**src/lasr_defines.vh**
```
`ifndef LASR_DEFINES_VH
`define LASR_DEFINES_VH

// ----------------------------------------------------------------------
// Channel map and parallel register port
// ----------------------------------------------------------------------
`define LASR_NUM_CH         6
`define LASR_ADDR_W         7
`define LASR_DATA_W         8
// Low address nibble of the per-channel alarm status register
`define LASR_STATUS_OFS     4'h3
// Byte addresses of alarm_status_ch0 .. alarm_status_ch5
`define LASR_ALARM_STATUS_CH0 7'h03
`define LASR_ALARM_STATUS_CH1 7'h13
`define LASR_ALARM_STATUS_CH2 7'h23
`define LASR_ALARM_STATUS_CH3 7'h33
`define LASR_ALARM_STATUS_CH4 7'h43
`define LASR_ALARM_STATUS_CH5 7'h53
`define LASR_STATUS_RST     8'h00
`define LASR_UNMAPPED_DATA  8'h00

// ----------------------------------------------------------------------
// Alarm status bit positions
// ----------------------------------------------------------------------
`define LASR_BIT_DRV_MON    0
`define LASR_BIT_RX_LOS     1
`define LASR_BIT_RX_LOL     2
`define LASR_BIT_RSVD3      3
`define LASR_BIT_ANA_LOSS   4
`define LASR_BIT_DIG_LOSS   5
`define LASR_BIT_PRBS_LS    6
`define LASR_BIT_RSVD7      7

// ----------------------------------------------------------------------
// Detector counts
// ----------------------------------------------------------------------
// Driver monitor: 128 transmit clock periods, tolerance +/- 32
`define LASR_DRV_IDLE_PERIODS 8'h80
// Digital loss runs, in bit times (E3 window 10..255, DS3/STS-1 100..250)
`define LASR_DIG_RUN_E3_BITS  8'h20
`define LASR_DIG_RUN_DS3_BITS 8'haf
// Lock window in reference ticks; 0.5 % of 1024 is 5.12 ticks
`define LASR_LOCK_WIN       12'h400
`define LASR_LOCK_TOL       12'h005

`endif

```
**src/lasr_top.v**
```verilog
// Function
// RL1: Driver alarm after 128 idle transmit periods
// RL2: Driver alarm clears when pulses resume
// RL3: Receive loss bit follows receiver loss
// RL4: Lock loss set beyond 0.5% deviation
// RL5: Lock loss clears when back in tolerance
// RL6: Analog loss bit follows amplitude detector
// RL7: Digital loss after mode-dependent pulse-free run
// RL8: Digital loss counts pulse absence only
// RL9: E3 applies run inside analog detector
// RL10: Pattern loss while detector enabled, unsynced
// RL11: Pattern loss clears on detector sync
// RL12: Bits three and seven reserved, zero
// RL13: Self-monitor select picks driver source
// RL14: Disable bit stops digital loss detector
// RL15: Change flag pulses on receive loss edges
// RL16: Status reads have no side effects
// RL17: Receive loss from enabled analog/digital
`timescale 1ns/100ps
`default_nettype none
`include "lasr_defines.vh"

module lasr_top (
  input  wire                      CLK,
  input  wire                      RST_B,
  input  wire [`LASR_ADDR_W-1:0]   ADDR,
  input  wire                      CS_B,
  input  wire                      RD_B,
  input  wire                      WR_B,
  input  wire [`LASR_DATA_W-1:0]   DATA_IN,
  output reg  [`LASR_DATA_W-1:0]   DATA_OUT,
  output reg                       DATA_OE_B,
  input  wire [`LASR_NUM_CH-1:0]   TRANSMIT_CLOCK_IN,
  input  wire [`LASR_NUM_CH-1:0]   TX_LINE_POSITIVE,
  input  wire [`LASR_NUM_CH-1:0]   TX_LINE_NEGATIVE,
  input  wire [`LASR_NUM_CH-1:0]   MONITOR_INPUT_POSITIVE,
  input  wire [`LASR_NUM_CH-1:0]   MONITOR_INPUT_NEGATIVE,
  input  wire [`LASR_NUM_CH-1:0]   TX_SELF_MONITOR_SELECT,
  input  wire [`LASR_NUM_CH-1:0]   RX_BIT_TICK,
  input  wire [`LASR_NUM_CH-1:0]   RX_PULSE,
  input  wire [`LASR_NUM_CH-1:0]   MODE_E3,
  input  wire [`LASR_NUM_CH-1:0]   ANALOG_AMPLITUDE_LOW,
  input  wire [`LASR_NUM_CH-1:0]   ANALOG_LOSS_DETECTOR_DISABLE,
  input  wire [`LASR_NUM_CH-1:0]   DIGITAL_LOSS_DETECTOR_DISABLE,
  input  wire [`LASR_NUM_CH-1:0]   REF_CLOCK_TICK,
  input  wire [`LASR_NUM_CH-1:0]   RECOVERED_CLOCK_TICK,
  input  wire [`LASR_NUM_CH-1:0]   PRBS_DETECT_ENABLE,
  input  wire [`LASR_NUM_CH-1:0]   PRBS_IN_SYNC,
  output reg  [`LASR_NUM_CH-1:0]   RECEIVE_LOSS_CHANGE_FLAG
);

  // ----------------------------------------------------------------------
  // Per-channel status collection
  // ----------------------------------------------------------------------
  wire [`LASR_NUM_CH*8-1:0] status_all;
  wire [`LASR_NUM_CH-1:0]   rx_loss_change;

  genvar g;
  generate
    for (g = 0; g < `LASR_NUM_CH; g = g + 1) begin : g_ch
      reg        prev_pos_r;
      reg        prev_neg_r;
      reg  [7:0] idle_cnt_r;
      reg        driver_monitor_alarm_r;
      reg  [7:0] run_cnt_r;
      reg        run_hit_r;
      reg        analog_signal_loss_r;
      reg        digital_signal_loss_r;
      reg        receive_signal_loss_r;
      reg        pattern_sync_loss_r;
      wire       receive_lock_loss;
      wire       mon_pos;
      wire       mon_neg;
      wire       mon_edge;
      wire [7:0] run_limit;
      wire       rx_loss_nxt;

      // --------------------------------------------------------------
      // Driver monitor
      // --------------------------------------------------------------
      assign mon_pos  = TX_SELF_MONITOR_SELECT[g] ? TX_LINE_POSITIVE[g]
                                                  : MONITOR_INPUT_POSITIVE[g]; // see RL13
      assign mon_neg  = TX_SELF_MONITOR_SELECT[g] ? TX_LINE_NEGATIVE[g]
                                                  : MONITOR_INPUT_NEGATIVE[g]; // see RL13
      assign mon_edge = (mon_pos != prev_pos_r) || (mon_neg != prev_neg_r);

      always @(posedge CLK or negedge RST_B) begin
        if (!RST_B) begin
          prev_pos_r             <= 1'b0;
          prev_neg_r             <= 1'b0;
          idle_cnt_r             <= 8'h00;
          driver_monitor_alarm_r <= 1'b0;
        end else begin
          prev_pos_r <= mon_pos;
          prev_neg_r <= mon_neg;
          if (mon_edge) begin
            idle_cnt_r             <= 8'h00;
            driver_monitor_alarm_r <= 1'b0; // see RL2
          end else if (TRANSMIT_CLOCK_IN[g]) begin
            if (idle_cnt_r != `LASR_DRV_IDLE_PERIODS) begin
              idle_cnt_r <= idle_cnt_r + 8'h01;
            end
            // Alarm on the 128th idle period
            if (idle_cnt_r == (`LASR_DRV_IDLE_PERIODS - 8'h01)) begin
              driver_monitor_alarm_r <= 1'b1; // see RL1
            end
          end
        end
      end

      // --------------------------------------------------------------
      // Pulse-absence run and loss detectors
      // --------------------------------------------------------------
      // The run counter sees only pulse presence, never amplitude.
      assign run_limit = MODE_E3[g] ? `LASR_DIG_RUN_E3_BITS : `LASR_DIG_RUN_DS3_BITS;

      always @(posedge CLK or negedge RST_B) begin
        if (!RST_B) begin
          run_cnt_r <= 8'h00;
          run_hit_r <= 1'b0;
        end else if (RX_PULSE[g]) begin
          run_cnt_r <= 8'h00; // see RL8
          run_hit_r <= 1'b0;
        end else if (RX_BIT_TICK[g] && !run_hit_r) begin
          run_cnt_r <= run_cnt_r + 8'h01;
          if (run_cnt_r == (run_limit - 8'h01)) begin
            run_hit_r <= 1'b1; // see RL7
          end
        end
      end

      always @(posedge CLK or negedge RST_B) begin
        if (!RST_B) begin
          analog_signal_loss_r  <= 1'b0;
          digital_signal_loss_r <= 1'b0;
        end else begin
          // E3 qualifies amplitude loss with the absence run;
          // DS3/STS-1 report amplitude alone as a line-quality aid.
          if (ANALOG_LOSS_DETECTOR_DISABLE[g]) begin
            analog_signal_loss_r <= 1'b0;
          end else if (MODE_E3[g]) begin
            analog_signal_loss_r <= ANALOG_AMPLITUDE_LOW[g] && run_hit_r; // see RL9
          end else begin
            analog_signal_loss_r <= ANALOG_AMPLITUDE_LOW[g]; // see RL6 see RL9
          end
          digital_signal_loss_r <= run_hit_r && !DIGITAL_LOSS_DETECTOR_DISABLE[g]; // see RL14
        end
      end

      // --------------------------------------------------------------
      // Receive loss and its change flag
      // --------------------------------------------------------------
      assign rx_loss_nxt = analog_signal_loss_r || digital_signal_loss_r; // see RL17

      always @(posedge CLK or negedge RST_B) begin
        if (!RST_B) begin
          receive_signal_loss_r <= 1'b0;
        end else begin
          receive_signal_loss_r <= rx_loss_nxt; // see RL3
        end
      end

      assign rx_loss_change[g] = rx_loss_nxt != receive_signal_loss_r; // see RL15

      // --------------------------------------------------------------
      // Pattern sync loss
      // --------------------------------------------------------------
      always @(posedge CLK or negedge RST_B) begin
        if (!RST_B) begin
          pattern_sync_loss_r <= 1'b0;
        end else begin
          pattern_sync_loss_r <= PRBS_DETECT_ENABLE[g] && !PRBS_IN_SYNC[g]; // see RL10 see RL11
        end
      end

      // --------------------------------------------------------------
      // Recovered clock lock check
      // --------------------------------------------------------------
      lasr_lock u_lock (
        .CLK         (CLK),
        .RST_B       (RST_B),
        .ref_tick    (REF_CLOCK_TICK[g]),
        .rcv_tick    (RECOVERED_CLOCK_TICK[g]),
        .lock_loss_r (receive_lock_loss)
      );

      // Reserved bits are tied low
      assign status_all[g*8 +: 8] = {1'b0,                    // see RL12
                                     pattern_sync_loss_r,
                                     digital_signal_loss_r,
                                     analog_signal_loss_r,
                                     1'b0,                    // see RL12
                                     receive_lock_loss,
                                     receive_signal_loss_r,
                                     driver_monitor_alarm_r};
    end
  endgenerate

  // ----------------------------------------------------------------------
  // Change flag outputs
  // ----------------------------------------------------------------------
  always @(posedge CLK or negedge RST_B) begin
    if (!RST_B) begin
      RECEIVE_LOSS_CHANGE_FLAG <= {`LASR_NUM_CH{1'b0}};
    end else begin
      RECEIVE_LOSS_CHANGE_FLAG <= rx_loss_change; // see RL15
    end
  end

  // ----------------------------------------------------------------------
  // Parallel register port
  // ----------------------------------------------------------------------
  // Only alarm_status_ch0..ch5 live here; other addresses read as zero.
  // Reads are pure views of live levels, so back-to-back polling is safe.
  wire [2:0] ch_sel;
  wire       rd_req;
  wire       hit;
  wire [7:0] rd_data;

  assign ch_sel  = ADDR[6:4];
  assign rd_req  = !CS_B && !RD_B && WR_B;
  assign hit     = (ADDR[3:0] == `LASR_STATUS_OFS) && (ch_sel < 3'h6);
  assign rd_data = hit ? status_all[ch_sel*8 +: 8] : `LASR_UNMAPPED_DATA; // see RL16

  always @(posedge CLK or negedge RST_B) begin
    if (!RST_B) begin
      DATA_OUT  <= `LASR_STATUS_RST;
      DATA_OE_B <= 1'b1;
    end else begin
      // Writes never reach a status register and are dropped here
      if (rd_req) begin
        DATA_OUT  <= rd_data; // see RL16
        DATA_OE_B <= 1'b0;
      end else begin
        DATA_OUT  <= `LASR_STATUS_RST;
        DATA_OE_B <= 1'b1;
      end
    end
  end

endmodule
`default_nettype wire

```
**src/lasr_lock.v**
```verilog
`timescale 1ns/100ps
`default_nettype none
`include "lasr_defines.vh"

module lasr_lock (
  input  wire CLK,
  input  wire RST_B,
  input  wire ref_tick,
  input  wire rcv_tick,
  output reg  lock_loss_r
);

  reg  [11:0] win_cnt_r;
  reg  [11:0] rcv_cnt_r;
  wire        win_end;
  wire [11:0] rcv_total;
  wire        too_fast;
  wire        too_slow;

  // ----------------------------------------------------------------------
  // Frequency comparison over a fixed reference window
  // ----------------------------------------------------------------------
  // Window end counted as the last reference tick; the recovered tick of
  // that same cycle still counts toward the total.
  assign win_end   = ref_tick && (win_cnt_r == (`LASR_LOCK_WIN - 12'h001));
  assign rcv_total = rcv_cnt_r + {11'h000, rcv_tick};
  assign too_fast  = rcv_total > (`LASR_LOCK_WIN + `LASR_LOCK_TOL);
  assign too_slow  = rcv_total < (`LASR_LOCK_WIN - `LASR_LOCK_TOL);

  always @(posedge CLK or negedge RST_B) begin
    if (!RST_B) begin
      win_cnt_r   <= 12'h000;
      rcv_cnt_r   <= 12'h000;
      lock_loss_r <= 1'b0;
    end else begin
      if (win_end) begin
        win_cnt_r   <= 12'h000;
        rcv_cnt_r   <= 12'h000;
        lock_loss_r <= too_fast || too_slow; // see RL4 see RL5
      end else begin
        if (ref_tick) begin
          win_cnt_r <= win_cnt_r + 12'h001;
        end
        // Saturate so a runaway recovered clock cannot wrap into lock
        if (rcv_tick && (rcv_cnt_r != 12'hfff)) begin
          rcv_cnt_r <= rcv_cnt_r + 12'h001;
        end
      end
    end
  end

endmodule
`default_nettype wire

```
**config.mk**
```make
export PLATFORM = sky130hd
export DESIGN_NAME = lasr_top
export DESIGN_NICKNAME = d
export VERILOG_FILES = /design/src/lasr_top.v /design/src/lasr_lock.v
export VERILOG_INCLUDE_DIRS = /design/src
export SDC_FILE = /design/constraint.sdc
export NUM_CORES = 1
export LEC_CHECK = 0
export ABC_AREA = 1
export BUFFER_PORTS_ARGS = -buffer_cell sky130_fd_sc_hd__buf_2
export CAP_MARGIN = 20
export CORE_MARGIN = 1.5
export CORE_UTILIZATION = 35
export DETAILED_ROUTE_END_ITERATION = 10
export GPL_ROUTABILITY_DRIVEN = 0
export PLACE_DENSITY_LB_ADDON = 0.15
export SKIP_CTS_REPAIR_TIMING = 1
export SYNTH_ARGS = -nofsm -noshare
export SYNTH_HDL_FRONTEND = slang
export SYNTH_HIERARCHICAL = 1
export SYNTH_SLANG_ARGS = --single-unit
export TNS_END_PERCENT = 5
```
**constraint.sdc**
```tcl
create_clock -name CLK -period 4.4 [get_ports CLK]
set_input_delay 0.22 -clock CLK [delete_from_list [all_inputs] [get_ports CLK]]
set_output_delay 0.22 -clock CLK [all_outputs]
set_load 0.03 [all_outputs]
```
# After elaboration in Yosys (flattened, before gate mapping)
# Index checks and enable logic that the tools add are counted.
# totals
register_bits,309
word_cells,440
out_inout_bits,15
# op_classes
n_mux,123
reduce_logical,137
n_lt_le_gt_ge,13
n_addsub,36
shift,1
eq_ne,49
# op_table
cell,count
8-bit two-way mux,38
12-bit two-way mux,24
"12-bit by 1-bit adder with 12-bit output, second input constant",12
"8-bit by 1-bit adder with 8-bit output, second input constant",12
2-bit nonzero test,42
12-bit by 1-bit adder with 12-bit output,6
"12-bit by 10-bit equality test with 1-bit output, second input constant",6
"12-bit by 11-bit > comparator with 1-bit output, second input constant",6
"12-bit by 10-bit less-than comparator with 1-bit output, second input constant",6
"12-bit != test, second input constant",6
1-bit two-way mux,61
"8-bit by 7-bit equality test with 1-bit output, second input constant",6
8-bit equality test,6
"8-bit != test, second input constant",6
48-bit by 7-bit variable part select with 8-bit output,1
"8-bit by 1-bit subtractor with 8-bit output, second input constant",6
1-bit logical AND,39
2-bit AND reduction,18
1-bit logical NOT,20
1-bit logical OR,18
1-bit != test,18
"4-bit by 2-bit equality test with 1-bit output, second input constant",1
"3-bit less-than comparator, second input constant",1

# Longest topological paths before layout
# Gate-level depths: netlist (run 1).
# depth
ltp_word,6
ltp_mapped,13
ltp_nobuf,13

# Cells and area by module
# Netlist (run 1), hierarchy kept.
# by_module_without_submodules
module,area_per_inst_um2,instances,cells_per_inst
lasr_lock,1770.4,6,232
lasr_top,8782.2,1,1225

# Worst setup path after synthesis (run 1)
# No wires, ideal clock.
# synth_path
path_kind,flip-flop to flip-flop
start,register g_ch[0].u_lock.rcv_cnt_r[0]
end,register g_ch[0].u_lock.lock_loss_r
n_path_buf,0
t_required_ps,4280
setup_slack_ps,2805
period_less_slack_ps,1595
stages_incl_launch_ff,13
t_arrival_ps,1474
cell_sequence,dfrtp_1 > ha_1 > ha_1 > nand3_1 > inv_1 > nand2_1 > nand2_1 > nor2_1 > nand2_1 > nor2_1 > nand2_1 > nand2_1 > a21oi_1
# synth_between
elab_chain_len,3
elab_cells_between_ends,4
classes_between,add/sub: 1; order compare: 2; reduce/logical: 1
# synth_rtl
item,line,source
start: declaration,lasr_lock.v:14,reg [11:0] rcv_cnt_r;
start signal: assignment,lasr_lock.v:46,rcv_cnt_r <= rcv_cnt_r + 12'h001;
12-bit by 1-bit adder with 12-bit output *,lasr_lock.v:26,"assign rcv_total = rcv_cnt_r + {11'h000, rcv_tick};"
12-bit by 11-bit > comparator with 1-bit output / 12-bit by 10-bit less-than comparator with 1-bit output (equally long branches),"lasr_lock.v:27, lasr_lock.v:28",
1-bit logical OR *,lasr_lock.v:39,lock_loss_r <= too_fast || too_slow;
end signal: assignment,lasr_lock.v:39,
end: declaration,lasr_lock.v:10,output reg lock_loss_r
# Every way passes the cells marked *; elsewhere a longest branch is shown, timed or not.
# A chain may end at the register's enable or synchronous reset.

# Worst setup path in the final report (run 1)
# layout_path
start,register g_ch[1].u_lock.win_cnt_r[1]
end,register g_ch[1].u_lock.rcv_cnt_r[11]
# layout_between
elab_chain_len,3
elab_cells_between_ends,4
classes_between,eq/ne: 1; mux: 1; reduce/logical: 2
# layout_rtl
item,line,source
start: declaration,lasr_lock.v:13,reg [11:0] win_cnt_r;
start signal: assignment,lasr_lock.v:42,win_cnt_r <= win_cnt_r + 12'h001;
12-bit by 10-bit equality test with 1-bit output *,lasr_lock.v:25,assign win_end = ref_tick && (win_cnt_r == (`LASR_LOCK_WIN - 12'h001));
1-bit logical AND *,lasr_lock.v:25,
12-bit two-way mux / 2-bit nonzero test (equally long branches),n/a,
end signal: assignment,lasr_lock.v:46,
end: declaration,lasr_lock.v:14,
# Marked as above.

==> results of run 1 <==
## worst max path at each step
| stage | start | to | slack, ns | cells after the start |
|---|---|---|---|---|
| 6_report | g_ch[1].u_lock/win_cnt_r[1] | g_ch[1].u_lock/rcv_cnt_r[11] | 2.40 | 7 |
| 5_1_grt | g_ch[5].u_lock/win_cnt_r[11] | g_ch[5].u_lock/rcv_cnt_r[10] | 2.17 | 7 |
| 4_1_cts | g_ch[0].u_lock/win_cnt_r[11] | g_ch[0].u_lock/rcv_cnt_r[9] | 2.35 | 7 |
| 3_5_place_dp | g_ch[5].u_lock/win_cnt_r[11] | g_ch[5].u_lock/rcv_cnt_r[11] | 2.38 | 7 |
| 3_3_place_gp | g_ch[0].u_lock/win_cnt_r[10] | g_ch[0].u_lock/rcv_cnt_r[10] | 2.40 | 7 |
| 2_1_floorplan | g_ch[0].u_lock/rcv_cnt_r[0] | g_ch[0].u_lock/lock_loss_r | 2.81 | 12 |
## final cells by class
type	instances	share of cell area, %
repair buffers	193	5.98
inverters	356	5.95
flip-flops and latches	307	33.8
well taps	748	4.12
clock buffers	57	5.22
clock inverters	9	0.749
multi-input cells	1911	44.2
## critical path: stages, from the launching register on
cell and delay [ns]:
dfrtp_1 0.36, ha_1 0.19, nand3_1 0.09, nor3_1 0.26
nand2_1 0.36, nand2_2 0.42, nand3_1 0.15, o21ai_2 0.08
## metal layers
| layer | GRT usage, % | share of wire [%] | up-vias |
|---|---|---|---|
| met2 | 26.5 | 46 | 233 |
| met5 | 0 | 0 | - |
| met1 | 21.0 | 48 | 7686 |
| met4 | 5.12 | 2.4 | 0 |
| li1 | - | - | 8727 |
| met3 | 2.33 | 3.4 | 61 |
## state kept, by name, indices dropped and copies added (netlist names), 48 cells and up
signal,cells
g_ch.idle_cnt_r,48
g_ch.run_cnt_r,48
g_ch.u_lock/win_cnt_r,72
g_ch.u_lock/rcv_cnt_r,72
## placed cells by master (no fill, tap or decap), drive strengths merged, types with 2 or more instances in the layout
cell type	instances
nand2	742
nor2	352
inv	350
nand3	317
dfrtp	306
buf	123
o21ai	117
a21oi	100
dlygate4sd3	70
xor2	68
clkbuf	57
nor3	55
nand4	53
ha	42
xnor2	15
or2	12
clkinv	10
o21a	9
and3	7
a31o	6
bufinv	5
o211ai	4
nor3b	4
nand3b	3
o21bai	2
conb	2
## kinds of logic after synthesis
family,share of synthesized area [%]
buf+inv,8.70
fa+ha+maj,2.71
compound gates,7.57
other cells,0.0193
simple gates,37.7
flops,39.6
xor+xnor,3.75
## stage by stage
| stage | hold WS (ns) | total power, W |
|---|---|---|
| 5_1_grt | 0.0000988 | 0.0101 |
| 2_1_floorplan | -0.0756 | 0.00554 |
| 3_5_place_dp | 0.379 | 0.00601 |
| 6_report | 0.00587 | 0.00940 |
| 4_1_cts | -0.219 | 0.00952 |
| 3_3_place_gp | 0.378 | 0.00595 |
## power by group
| part | internal (W) | total, W | switching [W] | leakage, nW |
|---|---|---|---|---|
| sequential | 0.00322 | 0.00378 | 0.000555 | 3.98 |
| combinational | 0.000838 | 0.00222 | 0.00138 | 6.58 |
| clock | 0.00215 | 0.00339 | 0.00125 | 0.671 |
==> summary.md, run 1 <==
| Metric | Value |
|---|---|
| # Max-Cap Violations | 0 |
| Final std cells w/o fill | 3581 |
| Hold Crit Class | input pin to flip-flop |
| Final WS setup | 2.40 ns |
| Initial core utilization | 35.3% |
| Syn avg cell area | 7.41 sq um |
| Synth Register Bits | 307 |
| Most numerous cell in the Yosys netlist | nand2_1 |
| Total Routing Usage GR | 15.9% |
| I/O Buffers | 120 |
| Dpl cell area | 20700 sq um |
| Pre-CTS setup slack | 2.38 ns |
| R2R Path End | g_ch[1].u_lock/rcv_cnt_r[11] |
| Status | finished clean |
| Sequential share of the synthesized area | 39.6% |
| Area of the multi-input gates | 10000 sq um |
| Vias in the first global route | 15751 |
| Routed len/inst | 12.4 microns |
| Crit path time final | 2.00 ns |
| CTS sink count | 307 |
| Fraction of registers with async set/reset | 100% |
| Pre-antenna DRT Iters | 5 |
| Worst Hold End | g_ch[3].run_cnt_r[0] |
| DIE WIDTH | 238 microns |
| Final nets | 2966 |
| Rel. slew slack | 36.7% |
| Initial antenna violation count | 0 |
| Final WL | 44300 microns |
| WS Path Type | flip-flop to flip-flop |
| Die H | 238 microns |
| Worst clock skew | 0.00694 ns |
| R2R setup slack | 2.40 ns |
| Layout cells sized above 1 | 15.5% |
| GR Overflow Total | 0 |
| Via/cell ratio | 4.67 |
| Clk Latency, worst-skew pair | 0.55 ns |
| Final setup TNS | 0 ns |
| DRC viols | 0 |
| Final Hold Fails | 0 |
| Largest net degree at the start of global routing | 110 |
| Fmax | 0.501 GHz |
| Final worst-path cycle share | 45.4% |
| Pwr Density | 414 nW/um^2 |
| First-pass GRT wire length | 75400 microns |
| Clock buffer depth | 3 |
| H-tree depth | 2 |
| Synth Flop Type | dfrtp_1 |
| Register Area | 7680 sq um |
| Die area | 56900 sq um |
| Pleak | 11.2 nW |
| Hold Startpoint | RX_BIT_TICK[3] |
| CP Max Fanout | 13 |
| Top post-synthesis cells by area | dfrtp_1, nand2_1, nand3_1 |
| Netlist cell types | 44 |
| CTS tree | yes |
| Crit path launch type | flip-flop |
| Inserted Clock Buffers | 39 |
| Placed insts | 3445 |
| Root buffer cell | clkbuf_16 |
| Final setup viols | 0 |
| CP required | 4.87 ns |
| Synth top cells by count | nand2_1, inv_1, dfrtp_1 |
| CP arrival | 2.46 ns |
| Yosys top cell by area | dfrtp_1 |
| Row count | 86 |
| Final Cell Area | 22700 sq um |
| I/O pin count | 131 |
| Initial DRC count | 891 |
| CTS clock-pin slew for the worst setup and hold paths | 0.05 ns |
| Worst VDD drop | 0.226 mV |
| Vias | 16707 |
| Antenna-violating nets left | 0 |
| Unrepaired setup endpoints after global routing | false |
| Fill cells | 5546 |
| Synthesized area | 19400 sq um |
| Slew @ Worst Pin | 0.949 ns |
| YS warnings | 6 |
| Reg-to-reg startpoint | g_ch[1].u_lock/win_cnt_r[1] |
| Final HPWL DP | 32100 microns |
| Area share of the largest cell type after synthesis | 39.5% |
| Worst hold path stage count | 3 |
| Cells on worst reg2reg path | 7 |
| Layout Area Growth over Synthesis | 17.1% |
| Final Util | 41.3% |
| Total core area | 55000 sq um |
| Slew Limit Fails | 0 |
| N_diodes | 0 |
| CP endpoint kind | flip-flop |
| Post-synth EDFFs | 0 |
| Synth Instances | 2617 |
No activity file was read; power rests on OpenSTA's default activity.
==> run 2: changes to the inputs <==
clock period = 2 ns   (was 4.4 ns; I/O delays follow)
==> run 2 against run 1 <==
Effect of this change: flip-flop and latch count is the same; clock-buffer cell count increased by 2; combinational power is 130% higher; worst hold slack got worse by 0.0010 ns; critical endpoint is now g_ch[5].u_lock/lock_loss_r; sequential share of layout area down 0.97 points; global-route usage rose by 0.13 points; setup slack got worse by 2.3 ns; design area grew 2.9%; routed wire length grew 3.1%; register-to-register slack worse by 2.3 ns; via count rose by 1.7%; die area did not move.
==> summary.md, run 2 (synthesis gave the netlist of run 1 again) <==
| Metric | Value |
|---|---|
| Total core area | 55000 sq um (unchanged) |
| Status | finished clean |
| WS Path Type | flip-flop to flip-flop |
| Initial antenna violation count | 2 (+2) |
| Slew Limit Fails | 0 (unchanged) |
| Slowest-stage cell, CP | dfrtp_1 |
| Crit path largest cell delay | 0.42 ns (about the same) |
| Final WS setup | 0.148 ns (-2.26 ns) |
| Vias in the first global route | 15831 (+0.51%) |
| Row count | 86 (unchanged) |
| Layout cells sized above 1 | 16.5% (+1.1 points) |
| Unrepaired setup endpoints after global routing | true |
| Placed insts | 3468 (+0.67%) |
| CP endpoint kind | flip-flop |
| Layout Area Growth over Synthesis | 20.5% |
| Worst clock skew | 0.0176 ns (+0.0106 ns) |
| Initial DRC count | 941 (+5.6%) |
| DRC viols | 0 (unchanged) |
| Pre-antenna DRT Iters | 7 (+2) |
| Crit path launch type | flip-flop |
| Delay-heaviest family, CP | simple AND/OR/NAND/NOR gates |
| Clock buffer depth | 3 (unchanged) |
| Pre-CTS setup slack | 0.142 ns (-2.23 ns) |
| CTS clock-pin slew for the worst setup and hold paths | 0.05 ns (about the same) |
| H-tree depth | 2 (unchanged) |
| Routed len/inst | 12.5 microns (+1.3%) |
| Total Routing Usage GR | 16.0% (+0.13 points) |
| Cell mode on critical path | nand2_1 |
| Slew @ Worst Pin | 0.573 ns (-0.376 ns) |
| Worst path cell trace | ha_1 > ha_1 > nand3_1 > inv_1 > nand2_1 > nand2_1 > nor2_1 > nand2_1 > nor2_1 > nand2_1 > nand2_1 > a21oi_1 |
| Inserted Clock Buffers | 40 (+2.6%) |
| Die area | 56900 sq um (unchanged) |
| I/O pin count | 131 (unchanged) |
| Final nets | 3026 (+2.0%) |
| Final std cells w/o fill | 3647 (+1.8%) |
| Final setup TNS | 0 ns (unchanged) |
| Commonest non-fill, non-tap cells in the layout | nand2_1, inv_1, dfrtp_1 |
| Commonest non-fill, non-tap cell in the layout | nand2_1 |
| N_diodes | 0 (unchanged) |
| Rel. slew slack | 61.8% (+25 points) |
| DIE WIDTH | 238 microns (unchanged) |
| Worst VDD drop | 0.610 mV (+170%) |
| Initial core utilization | 35.3% (unchanged) |
| Via/cell ratio | 4.66 (-0.11%) |
| CP arrival | 2.28 ns (-0.18 ns) |
| Vias | 16997 (+1.7%) |
| Pwr Density | 897 nW/um^2 (+120%) |
| GR Overflow Total | 0 (unchanged) |
| Pleak | 11.5 nW (+2.5%) |
| Final WL | 45700 microns (+3.1%) |
| Clk Latency, worst-skew pair | 0.56 ns (about the same) |
| Crit path time final | 1.85 ns (-0.143 ns) |
| Final hold slack | 0.00483 ns (-0.00104 ns) |
| Largest net degree at the start of global routing | 55 (-50%) |
| Hold Crit Class | input pin to flip-flop |
| Biggest regs | g_ch.u_lock/rcv_cnt_r (72), g_ch.u_lock/win_cnt_r (72) |
| # Max-Cap Violations | 0 (unchanged) |
| CP Max Fanout | 4 (-9) |
| Die H | 238 microns (unchanged) |
| Final worst-path cycle share | 92.6% (+47 points) |
| Fmax | 0.540 GHz (+7.7%) |
| I/O Buffers | 120 (unchanged) |
| CTS tree | yes |
| Final setup viols | 0 (unchanged) |
| CTS sink count | 307 (unchanged) |
| Final HPWL DP | 33100 microns (+3.3%) |
| Final Hold Fails | 0 (unchanged) |
| Final Cell Area | 23400 sq um (+2.9%) |
| CP Buf/Inv Count | 1 (+1) |
| Root buffer cell | clkbuf_16 |
| Dpl cell area | 20900 sq um (+1.1%) |
| CP required | 2.43 ns (-2.44 ns) |
| First-pass GRT wire length | 75800 microns (+0.62%) |
| Antenna-violating nets left | 0 (unchanged) |
## run 2: changes by cell type in the layout (fill, tap and decap cells not counted), sizes merged
cell         delta
clkinvlp        +1
inv             +2
buf            +23
dlygate4sd3    +36
clkinv          +2
clkbuf          +2
## run 2: report_power, final
group | leakage [nW] | total (W) | switching (W) | internal [W]
Sequential | 3.98 | 0.00830 | 0.00121 | 0.00709
Clock | 0.684 | 0.00759 | 0.00285 | 0.00474
Combinational | 6.85 | 0.00509 | 0.00314 | 0.00196
## run 2: per-stage QoR
step                      util, %  power [W]
after floorplan                 -     0.0122
after CTS                    40.5     0.0212
after detailed placement     38.0     0.0133
after global placement       38.0     0.0132
after global routing         42.5     0.0225
final                        42.5     0.0210
## run 2: layout make-up
class	count	area (sq um)
timing repair buffer	252	1940
tap	748	936
multi-input combinational	1911	10100
fill	5584	31600
inverter	356	1350
clock buffer	59	1180
sequential	307	7680
clock inverter	14	205
## run 2: path summary, 6_finish.rpt
check	startpoint	to	slack (ns)	depth (start not counted)
setup / recovery	g_ch[5].u_lock/rcv_cnt_r[0]	g_ch[5].u_lock/lock_loss_r	0.15	12
hold / removal	TX_LINE_POSITIVE[4]	g_ch[4].idle_cnt_r[4]	0.005	6
setup reg to reg	g_ch[5].u_lock/rcv_cnt_r[0]	g_ch[5].u_lock/lock_loss_r	0.15	12
hold reg to reg	g_ch[4].receive_signal_loss_r	RECEIVE_LOSS_CHANGE_FLAG[4]	0.47	1
max in group asynchronous	RST_B	g_ch[4].run_cnt_r[4]	1.12	3
min in group asynchronous	RST_B	g_ch[2].u_lock/rcv_cnt_r[5]	0.10	2
## run 2: worst reg2reg max path, stage by stage (launching register included)
cell	delay (ns)
dfrtp_1	0.42
ha_1	0.24
ha_1	0.22
nand3_1	0.17
inv_1	0.09
nand2_1	0.06
nand2_1	0.06
nor2_1	0.13
nand2_1	0.07
nor2_1	0.10
nand2_1	0.06
nand2_1	0.06
a21oi_1	0.06
## run 2: layer usage
layer / share of wire (%) / global-route usage, %
met1: 47 / 21.3
met2: 46 / 26.3
met3: 4.3 / 3.56
met4: 1.7 / 3.70
met5: 0.059 / 0
